[src/core/trh_pkg.sv]
// shared constants and carrier types of the tape reader drive handshake
package trh_pkg;

  // clock and timing
  localparam int CLK_HZ = 125_000_000;
  localparam int CLK_PER_US = CLK_HZ / 1_000_000;
  localparam int READ_CPS = 200;
  localparam int WIND_CPS = 400;
  localparam int READ_CHAR_CYC = CLK_HZ / READ_CPS;
  localparam int WIND_CHAR_CYC = CLK_HZ / WIND_CPS;
  localparam int STOP_WIN_US = 500;
  localparam int STOP_WIN_CYC = STOP_WIN_US * CLK_PER_US;
  localparam int REV_LOCK_MS = 320;
  localparam int REV_LOCK_CYC = REV_LOCK_MS * 1000 * CLK_PER_US;
  localparam int WIND_LOCK_MIN_MS = 30;
  localparam int WIND_LOCK_MAX_MS = 55;
  localparam int WIND_LOCK_CYC = WIND_LOCK_MIN_MS * 1000 * CLK_PER_US;

  // register map, byte addresses
  localparam logic [11:0] CTRL_OFS = 12'h000;
  localparam logic [11:0] STATUS_OFS = 12'h004;
  localparam logic [11:0] DATA_OFS = 12'h008;
  localparam logic [11:0] COUNT_OFS = 12'h00C;

  // control fields
  localparam int CTRL_LOAD_RUN = 0;
  localparam int CTRL_SPOOL_EN = 1;
  localparam int CTRL_MAN_LEFT = 2;
  localparam int CTRL_MAN_RIGHT = 3;
  localparam int CTRL_W = 4;
  localparam logic [3:0] CTRL_RESET = 4'h3;

  // status fields
  localparam int ST_UNIT_READY = 0;
  localparam int ST_CHAR_READY = 1;
  localparam int ST_MOVING = 2;
  localparam int ST_DIR_RIGHT = 3;
  localparam int ST_REV_LOCK = 4;
  localparam int ST_WIND_LOCK = 5;
  localparam int ST_WIND_MODE = 6;
  localparam int ST_STATE_LSB = 8;

  // motion states, gray along idle -> move -> show
  typedef enum logic [1:0] {
    TRH_IDLE = 2'h0,
    TRH_MOVE = 2'h1,
    TRH_SHOW = 2'h3
  } trh_state_t;

  // decoded host command
  typedef struct packed {
    logic wind;
    logic left;
    logic right;
  } trh_cmd_t;

  // character presented to the host, positive sense
  typedef struct packed {
    logic ready;
    logic [7:0] tracks;
  } trh_char_t;

endpackage

[src/core/trh_reader.sv]
// tape reader drive control, character handshake and apb status port
// Summary of operation
// - high is logic 1; active-low lines are treated as inverted signals
// - character-ready drops as soon as a new drive command rises
// - read mode accepts a single-step pulse or a continuous level
// - read mode moves tape at about 200 characters per second
// - read mode with spooler: reversal locks out drive up to 320 ms
// - one direction at a time; both keeps the last direction
// - wind mode moves tape at about 400 characters per second
// - unsynchronised wind-mode drive may be locked out by the device
// - wind-mode stop locks out drive for 30 to 55 ms
// - wind-mode reversal holds off new drive 320 ms after previous drive
// - fast-wind inputs accept the same active-low drive signalling
// - direction inputs command motion when low, stop when high
// - halt request stops motion and forces both ready outputs inactive
// - tracks and ready active-high when polarity select low, else active-low
// - each track output asserted when its hole is present
// - unit ready only in run position with no disabling condition
//
// Decided for this implementation: the address map and the APB interface to the registers.
`timescale 1ns/1ps
`default_nettype none
module trh_reader #(
  parameter int READ_CHAR_CYC = trh_pkg::READ_CHAR_CYC,
  parameter int WIND_CHAR_CYC = trh_pkg::WIND_CHAR_CYC,
  parameter int STOP_WIN_CYC = trh_pkg::STOP_WIN_CYC,
  parameter int REV_LOCK_CYC = trh_pkg::REV_LOCK_CYC,
  parameter int WIND_LOCK_CYC = trh_pkg::WIND_LOCK_CYC
) (
  // clock and reset
  input wire logic pclk,
  input wire logic presetn,
  // apb slave
  input wire logic [11:0] paddr,
  input wire logic psel,
  input wire logic penable,
  input wire logic pwrite,
  input wire logic [31:0] pwdata,
  output logic [31:0] prdata,
  output logic pready,
  output logic pslverr,
  // host drive commands, active low, and the output polarity select
  input wire logic run_left_cmd_n,
  input wire logic run_right_cmd_n,
  input wire logic fast_left_cmd_n,
  input wire logic fast_right_cmd_n,
  input wire logic wind_enable_n,
  input wire logic halt_request_n,
  input wire logic polarity_sel,
  // read head
  input wire logic [7:0] tape_holes,
  input wire logic tape_out,
  // host outputs
  output logic [7:0] track_out,
  output logic char_ready_out,
  output logic unit_ready_n
);

  trh_pkg::trh_state_t state_r;
  trh_pkg::trh_state_t state_nxt;
  trh_pkg::trh_cmd_t cmd;
  trh_pkg::trh_char_t chr_r;
  logic [trh_pkg::CTRL_W-1:0] ctrl_r;
  logic [31:0] cnt_r;
  logic [31:0] cnt_nxt;
  logic [31:0] win_r;
  logic [31:0] win_nxt;
  logic [31:0] char_count_r;
  logic dir_right_r;
  logic want_right;
  logic any_req;
  logic any_req_d_r;
  logic req_rise;
  logic unit_ready;
  logic reversed;
  logic rev_busy;
  logic wind_busy;
  logic blocked;
  logic start;
  logic arrive;
  logic stop_evt;
  logic resume;
  logic got_char;
  logic apb_wr;
  logic apb_rd;
  logic addr_ok;
  logic [31:0] status;

  // command decode; high or open means stop on every drive line
  always_comb
  begin
    cmd.wind = ~wind_enable_n;
    cmd.left = ~run_left_cmd_n | ctrl_r[trh_pkg::CTRL_MAN_LEFT];
    cmd.right = ~run_right_cmd_n | ctrl_r[trh_pkg::CTRL_MAN_RIGHT];
    if (cmd.wind)
    begin
      cmd.left = cmd.left | ~fast_left_cmd_n;
      cmd.right = cmd.right | ~fast_right_cmd_n;
    end
  end

  // both directions at once keep the last one rather than forcing a reversal
  always_comb
  begin
    if (cmd.left && cmd.right)
      want_right = dir_right_r;
    else
      want_right = cmd.right;
  end

  assign any_req = cmd.left | cmd.right;
  assign req_rise = any_req & ~any_req_d_r;

  // out-of-tape is the one disabling condition modelled besides halt
  assign unit_ready = ctrl_r[trh_pkg::CTRL_LOAD_RUN] & halt_request_n & ~tape_out;

  // reversal lockout applies in read mode only with the spooler enabled
  assign reversed = (want_right != dir_right_r);
  always_comb
  begin
    blocked = 1'b0;
    if (cmd.wind && wind_busy)
      blocked = 1'b1;
    if (reversed && rev_busy && (cmd.wind || ctrl_r[trh_pkg::CTRL_SPOOL_EN]))
      blocked = 1'b1;
  end

  // a level or a pulse both start a step; only the decision after arrival differs
  assign start = (state_r == trh_pkg::TRH_IDLE) & any_req & unit_ready & ~blocked;
  assign arrive = (state_r == trh_pkg::TRH_MOVE) & (cnt_r == 32'h0000_0001);

  // next state and character timing
  always_comb
  begin
    state_nxt = state_r;
    cnt_nxt = cnt_r;
    win_nxt = win_r;
    case (state_r)
      trh_pkg::TRH_IDLE:
      begin
        if (start)
        begin
          state_nxt = trh_pkg::TRH_MOVE;
          if (cmd.wind)
            cnt_nxt = WIND_CHAR_CYC;
          else
            cnt_nxt = READ_CHAR_CYC;
        end
      end
      trh_pkg::TRH_MOVE:
      begin
        if (cmd.wind && !any_req)
          state_nxt = trh_pkg::TRH_IDLE;
        else if (arrive)
        begin
          state_nxt = trh_pkg::TRH_SHOW;
          win_nxt = STOP_WIN_CYC;
        end
        else
          cnt_nxt = cnt_r - 32'h0000_0001;
      end
      trh_pkg::TRH_SHOW:
      begin
        // a pulse already released, or a withdrawn level, stops on this character
        if (!any_req || (reversed && !(cmd.left && cmd.right)))
          state_nxt = trh_pkg::TRH_IDLE;
        else if (req_rise || win_r == 32'h0000_0001)
        begin
          state_nxt = trh_pkg::TRH_MOVE;
          if (cmd.wind)
            cnt_nxt = WIND_CHAR_CYC - STOP_WIN_CYC;
          else
            cnt_nxt = READ_CHAR_CYC - STOP_WIN_CYC;
        end
        else
          win_nxt = win_r - 32'h0000_0001;
      end
      default:
        state_nxt = trh_pkg::TRH_IDLE;
    endcase
    if (!unit_ready)
      state_nxt = trh_pkg::TRH_IDLE;
  end

  assign stop_evt = (state_r != trh_pkg::TRH_IDLE) & (state_nxt == trh_pkg::TRH_IDLE);
  // tape leaving a shown character under a held level drops ready so the next one is seen
  assign resume = (state_r == trh_pkg::TRH_SHOW) & (state_nxt == trh_pkg::TRH_MOVE);
  assign got_char = arrive & ~(cmd.wind & ~any_req) & unit_ready;

  always_ff @(posedge pclk or negedge presetn)
  begin
    if (!presetn)
      state_r <= trh_pkg::TRH_IDLE;
    else
      state_r <= state_nxt;
  end

  always_ff @(posedge pclk or negedge presetn)
  begin
    if (!presetn)
    begin
      cnt_r <= 32'h0000_0000;
      win_r <= 32'h0000_0000;
    end
    else
    begin
      cnt_r <= cnt_nxt;
      win_r <= win_nxt;
    end
  end

  always_ff @(posedge pclk or negedge presetn)
  begin
    if (!presetn)
      any_req_d_r <= 1'b0;
    else
      any_req_d_r <= any_req;
  end

  // direction is committed only when a step actually starts
  always_ff @(posedge pclk or negedge presetn)
  begin
    if (!presetn)
      dir_right_r <= 1'b1;
    else if (start)
      dir_right_r <= want_right;
  end

  // both lockouts run from the end of the previous drive
  trh_timer #(
    .W(32)
  ) u_rev_lock (
    .pclk(pclk),
    .presetn(presetn),
    .start(stop_evt),
    .length(32'(REV_LOCK_CYC)),
    .busy(rev_busy)
  );

  trh_timer #(
    .W(32)
  ) u_wind_lock (
    .pclk(pclk),
    .presetn(presetn),
    .start(stop_evt & cmd.wind),
    .length(32'(WIND_LOCK_CYC)),
    .busy(wind_busy)
  );

  // character latch; tracks change only on arrival, while ready is low
  always_ff @(posedge pclk or negedge presetn)
  begin
    if (!presetn)
      chr_r <= '0;
    else if (!unit_ready)
      chr_r.ready <= 1'b0;
    else if (req_rise || start || resume)
      chr_r.ready <= 1'b0;
    else if (arrive && !(cmd.wind && !any_req))
    begin
      chr_r.tracks <= tape_holes;
      chr_r.ready <= 1'b1;
    end
  end

  always_ff @(posedge pclk or negedge presetn)
  begin
    if (!presetn)
      char_count_r <= 32'h0000_0000;
    else if (apb_wr && paddr == trh_pkg::COUNT_OFS)
      char_count_r <= {31'h0000_0000, got_char};
    else if (got_char)
      char_count_r <= char_count_r + 32'h0000_0001;
  end

  // pins; output sense follows the polarity select, ready line is true low
  always_ff @(posedge pclk or negedge presetn)
  begin
    if (!presetn)
    begin
      track_out <= 8'h00;
      char_ready_out <= 1'b0;
      unit_ready_n <= 1'b1;
    end
    else
    begin
      track_out <= chr_r.tracks ^ {8{polarity_sel}};
      // gated so ready falls on the same edge as unit ready, not one cycle later
      char_ready_out <= (chr_r.ready & unit_ready) ^ polarity_sel;
      unit_ready_n <= ~unit_ready;
    end
  end

  // apb slave, zero wait states
  assign pready = 1'b1;
  assign apb_wr = psel & penable & pwrite;
  assign apb_rd = psel & penable & ~pwrite;
  assign addr_ok = (paddr == trh_pkg::CTRL_OFS) | (paddr == trh_pkg::STATUS_OFS)
    | (paddr == trh_pkg::DATA_OFS) | (paddr == trh_pkg::COUNT_OFS);
  assign pslverr = psel & penable & ~addr_ok;

  always_ff @(posedge pclk or negedge presetn)
  begin
    if (!presetn)
      ctrl_r <= trh_pkg::CTRL_RESET;
    else if (apb_wr && paddr == trh_pkg::CTRL_OFS)
      ctrl_r <= pwdata[trh_pkg::CTRL_W-1:0];
  end

  always_comb
  begin
    status = 32'h0000_0000;
    status[trh_pkg::ST_UNIT_READY] = unit_ready;
    status[trh_pkg::ST_CHAR_READY] = chr_r.ready;
    status[trh_pkg::ST_MOVING] = (state_r != trh_pkg::TRH_IDLE);
    status[trh_pkg::ST_DIR_RIGHT] = dir_right_r;
    status[trh_pkg::ST_REV_LOCK] = rev_busy;
    status[trh_pkg::ST_WIND_LOCK] = wind_busy;
    status[trh_pkg::ST_WIND_MODE] = cmd.wind;
    status[trh_pkg::ST_STATE_LSB+1:trh_pkg::ST_STATE_LSB] = state_r;
  end

  // read data is combinational on the access phase so it is valid at the sampling edge
  always_comb
  begin
    prdata = 32'h0000_0000;
    if (apb_rd)
    begin
      case (paddr)
        trh_pkg::CTRL_OFS:
          prdata = {28'h000_0000, ctrl_r};
        trh_pkg::STATUS_OFS:
          prdata = status;
        trh_pkg::DATA_OFS:
          prdata = {24'h00_0000, chr_r.tracks};
        trh_pkg::COUNT_OFS:
          prdata = char_count_r;
        default:
          prdata = 32'h0000_0000;
      endcase
    end
  end

endmodule
`default_nettype wire

[src/core/trh_timer.sv]
// one-shot lockout timer: busy for a loaded number of cycles after start
`timescale 1ns/1ps
`default_nettype none
module trh_timer #(
  parameter int W = 32
) (
  // clock and reset
  input wire logic pclk,
  input wire logic presetn,
  // control
  input wire logic start,
  input wire logic [W-1:0] length,
  // status
  output logic busy
);

  logic [W-1:0] cnt_r;

  always_ff @(posedge pclk or negedge presetn)
  begin
    if (!presetn)
      cnt_r <= '0;
    else if (start)
      cnt_r <= length;
    else if (cnt_r != '0)
      cnt_r <= cnt_r - 1'b1;
  end

  assign busy = (cnt_r != '0);

endmodule
`default_nettype wire

[config.mk]
export PLATFORM = sky130hd
export DESIGN_NAME = trh_reader
export DESIGN_NICKNAME = d
export VERILOG_FILES = /design/src/core/trh_pkg.sv /design/src/core/trh_reader.sv /design/src/core/trh_timer.sv
export SDC_FILE = /design/constraint.sdc
export NUM_CORES = 1
export LEC_CHECK = 0
export BUFFER_PORTS_ARGS = -buffer_cell sky130_fd_sc_hd__buf_2
export CAP_MARGIN = 20
export CORE_AREA = 2 2 132 147
export CTS_BUF_LIST = sky130_fd_sc_hd__clkbuf_8
export DETAILED_ROUTE_END_ITERATION = 10
export DIE_AREA = 0 0 134 149
export PLACE_DENSITY = 0.86
export SLEW_MARGIN = 10
export SYNTH_ARGS = -nofsm -noshare
export SYNTH_HDL_FRONTEND = slang
export SYNTH_SLANG_ARGS = --single-unit
export TNS_END_PERCENT = 50
[constraint.sdc]
create_clock -name pclk -period 5.28 [get_ports pclk]
set_input_delay 0.528 -clock pclk [delete_from_list [all_inputs] [get_ports pclk]]
set_output_delay 0.528 -clock pclk [all_outputs]
set_load 0.01 [all_outputs]
==> results.tsv <==
metric	value	unit
status	complete, no violations	
tritoncts	built	
row_count	53	
yosysMostFrequentCell	dfrtp_1	
grt_usage	23.5	%
post_drt_wl_per_cell	16.2	um
pwr-share-comb	6.9	%
synth_top_cell_by_area	dfrtp_1	
crit_top_cell	nor4_1	
viasPerCell	5.90	
via_count	8311	
ys_seq_area_share	46.6	%
grt_max_degree	83	
r2r_setup_slack	1.42	ns
synth_flop_cell	dfrtp_1	
whs	0.0813	ns
cts_hold_buf	0	
synth_compound_area_share	10.6	%
startpoint	u_rev_lock.cnt_r[7]$_DFFE_PN0P_	
htreeDepth	4	
area_delta_synth_final	9.77	%
antenna_found_initial	3	
cts.sinks	187	
placed_area	10600	um2
synth_edf_count	0	
gp_congestion	0.866	
path_max_fanout	40	
yosysTopAreaCellShare	45.6	%
synth_cell_types	65	
powerDensity	242	nW/um2
r2r_start	u_rev_lock.cnt_r[7]$_DFFE_PN0P_	
setup_viol	0	
cp_num_buf_inv	0	
drt-initial-drc-count	699	
p_leak	4.72	nW
drc	0	
worstSetupPathType	reg -> reg	
nNetsFinal	1219	
grt_pass1_vias	8035	
ys_top_cells_by_area	dfrtp_1 46%, nor2_1 6.3%, xnor2_1 5.8%	
crit_slowest_cell	nor4_1	
cp.arrival	4.27	ns
crit_end	cnt_r[29]$_DFFE_PN0P_	
fmax	259	MHz
detail_route.first_pass.iterations	5	
cp.depth	7	
synth_xor_area_share	10.3	%
core	18600	um2
cp_slowest_stage_delay	0.85	ns
worst_pin_slew	1.01	ns
start_kind	register	
cts-root-buf	clkbuf_8	
io_buffers	79	
pwr-share-seq	57.5	%
p_int	1.95	mW
syn-cell-area	10000	um2
syn_avg_cell_area	9.22	um2
fill_cells	1480	
cp_cell_sequence	nor4_1 -> nand2_1 -> nor4_1 -> o221ai_2 -> a21o_1 -> or4_1 -> a21oi_1	
die_h	149	um
cp.required	5.69	ns
postCtsResizedCells	0	
period_share	73.1	%
p_clk_share	35.6	%
overflow	0	
ys_ff_latch	187	
syn_nets	1163	
synth-adder-area-share	0.996	%
grt_pass1_wl	38400	um
start_util	53.9	%
die_x	134	um
pre_cts_slack	1.45	ns
cap_viol_max_count	0	
p_switching	0.725	mW
rsz0062_at_grt	no	
synth_warnings	0	
worstRegToRegCells	7	
synth.cells.most_frequent	183 x dfrtp_1, 168 x nor2_1, 68 x nand2_1	
switching_share	27.1	%
cp_top_family	simple AND/OR/NAND/NOR gates	
cts_setup_buffers	0	
min_period	3.86	ns
cts_buffers	17	
ir_drop	0.000161	V
postLayoutCellArea	11000	um2
hpwl	15800	um
end_kind	register	
r2r-end	cnt_r[29]$_DFFE_PN0P_	
clk_path_buf_depth	2	
drv_slew	0	
path_clk_slew	0.11	ns
syn-instance-count	1090	
async_flop_share	100	%
wirelength	22800	um
clock_latency	0.49	ns
die-area	20000	um2
synthMuxAreaShare	2.76	%
final_hold_viol_count	0	
setup_slack	1.42	ns
ios	109	
antenna_left	0	
drive_above_1_share	13.9	%
max_slew_margin	33.0	%
hold_class	in -> async	
fin_setup_tns	0	ns
synthSimpleGateAreaFrac	25.3	%
fin_skew	0.0218	ns
synth_top_family_by_area	simple AND/OR/NAND/NOR gates	
## cells in the final DEF, fill, tap and decap left out, types with 11 or more instances in the layout
master    netlist  final
o21ai_0        50     50
nor2_1        168    167
dfrtp_1       183    183
or4_1          20     20
clkbuf_8        0     18
nand3_1        28     28
buf_4           1     11
xor2_1         52     52
inv_1          29     30
nor4_1         35     35
mux2_2         16     16
buf_2           6     78
or3_1          29     29
nand2b_1       11     11
and2_1         27     27
a21oi_1        43     43
nand2_1        68     68
nor3_1         56     56
xnor2_1        66     66
## final cells by class
class | instances | area [um2] | share of cell area [%]
diodes | 2 | 5.00 | 0.0454
clock buffers | 17 | 234 | 2.12
multi-input cells | 821 | 5050 | 45.7
flip-flops and latches | 187 | 4680 | 42.5
clock inverters | 15 | 158 | 1.43
repair buffers | 90 | 487 | 4.41
well taps | 247 | 309 | 2.80
inverters | 29 | 109 | 0.987
## kinds of logic (layout without fill, tap and decap cells)
logic type / Yosys count / in the layout
other: 1 / 3
AOI/OAI and AO/OA: 171 / 171
xor gates and xnor gates: 118 / 118
adders and majority gates: 8 / 8
muxes: 22 / 22
and+or+nand+nor: 501 / 501
buffers and inverters: 82 / 151
DFF: 187 / 187
## per-layer routing
layer  wire length [um]  global-route usage [%]  vias up
li1                   -                       -     3941
met1               9740                    31.0     4091
met2              11300                    38.5      225
met3               1210                    4.86       52
met4                550                    8.62        2
met5                 11                       0        -
## registers in the layout (all words and copies together), names as in the netlist
| register | cells |
|---|---|
| char_ready_out | 1 |
| win_r | 32 |
| unit_ready_n | 1 |
| char_count_r | 32 |
| track_out | 8 |
| any_req_d_r | 1 |
| dir_right_r | 1 |
| u_wind_lock.cnt_r | 32 |
| cnt_r | 32 |
| chr_r | 9 |
| state_r | 2 |
| u_rev_lock.cnt_r | 32 |
| ctrl_r | 4 |
## power by group through the flow
stage / clock [mW] / combinational (mW) / sequential [mW]
detailed placement: 0 / 0.186 / 1.57
finish: 0.951 / 0.185 / 1.54
CTS: 0.970 / 0.187 / 1.54
floorplan: 0 / 0.113 / 1.56
global placement: 0 / 0.178 / 1.56
global route: 1.02 / 0.213 / 1.55
## worst min path at each step
stage,startpoint,end
final,presetn,cnt_r[24]$_DFFE_PN0P_
after global routing,presetn,cnt_r[10]$_DFFE_PN0P_
after CTS,presetn,cnt_r[10]$_DFFE_PN0P_
after detailed placement,chr_r[5]$_DFFE_PN0P_,track_out[5]$_DFF_PN0_
after global placement,chr_r[4]$_DFFE_PN0P_,track_out[4]$_DFF_PN0_
after floorplan,presetn,any_req_d_r$_DFF_PN0_
## per-stage QoR
stage | cells | total power, mW | utilization, %
finish | 1408 | 2.68 | 59.2
global placement | 1374 | 1.74 | 57.1
CTS | 1406 | 2.69 | 59.2
detailed placement | 1374 | 1.75 | 57.1
global route | 1407 | 2.78 | 59.2
floorplan | 1090 | 1.67 | -
Power figures use the tool's default switching activity.
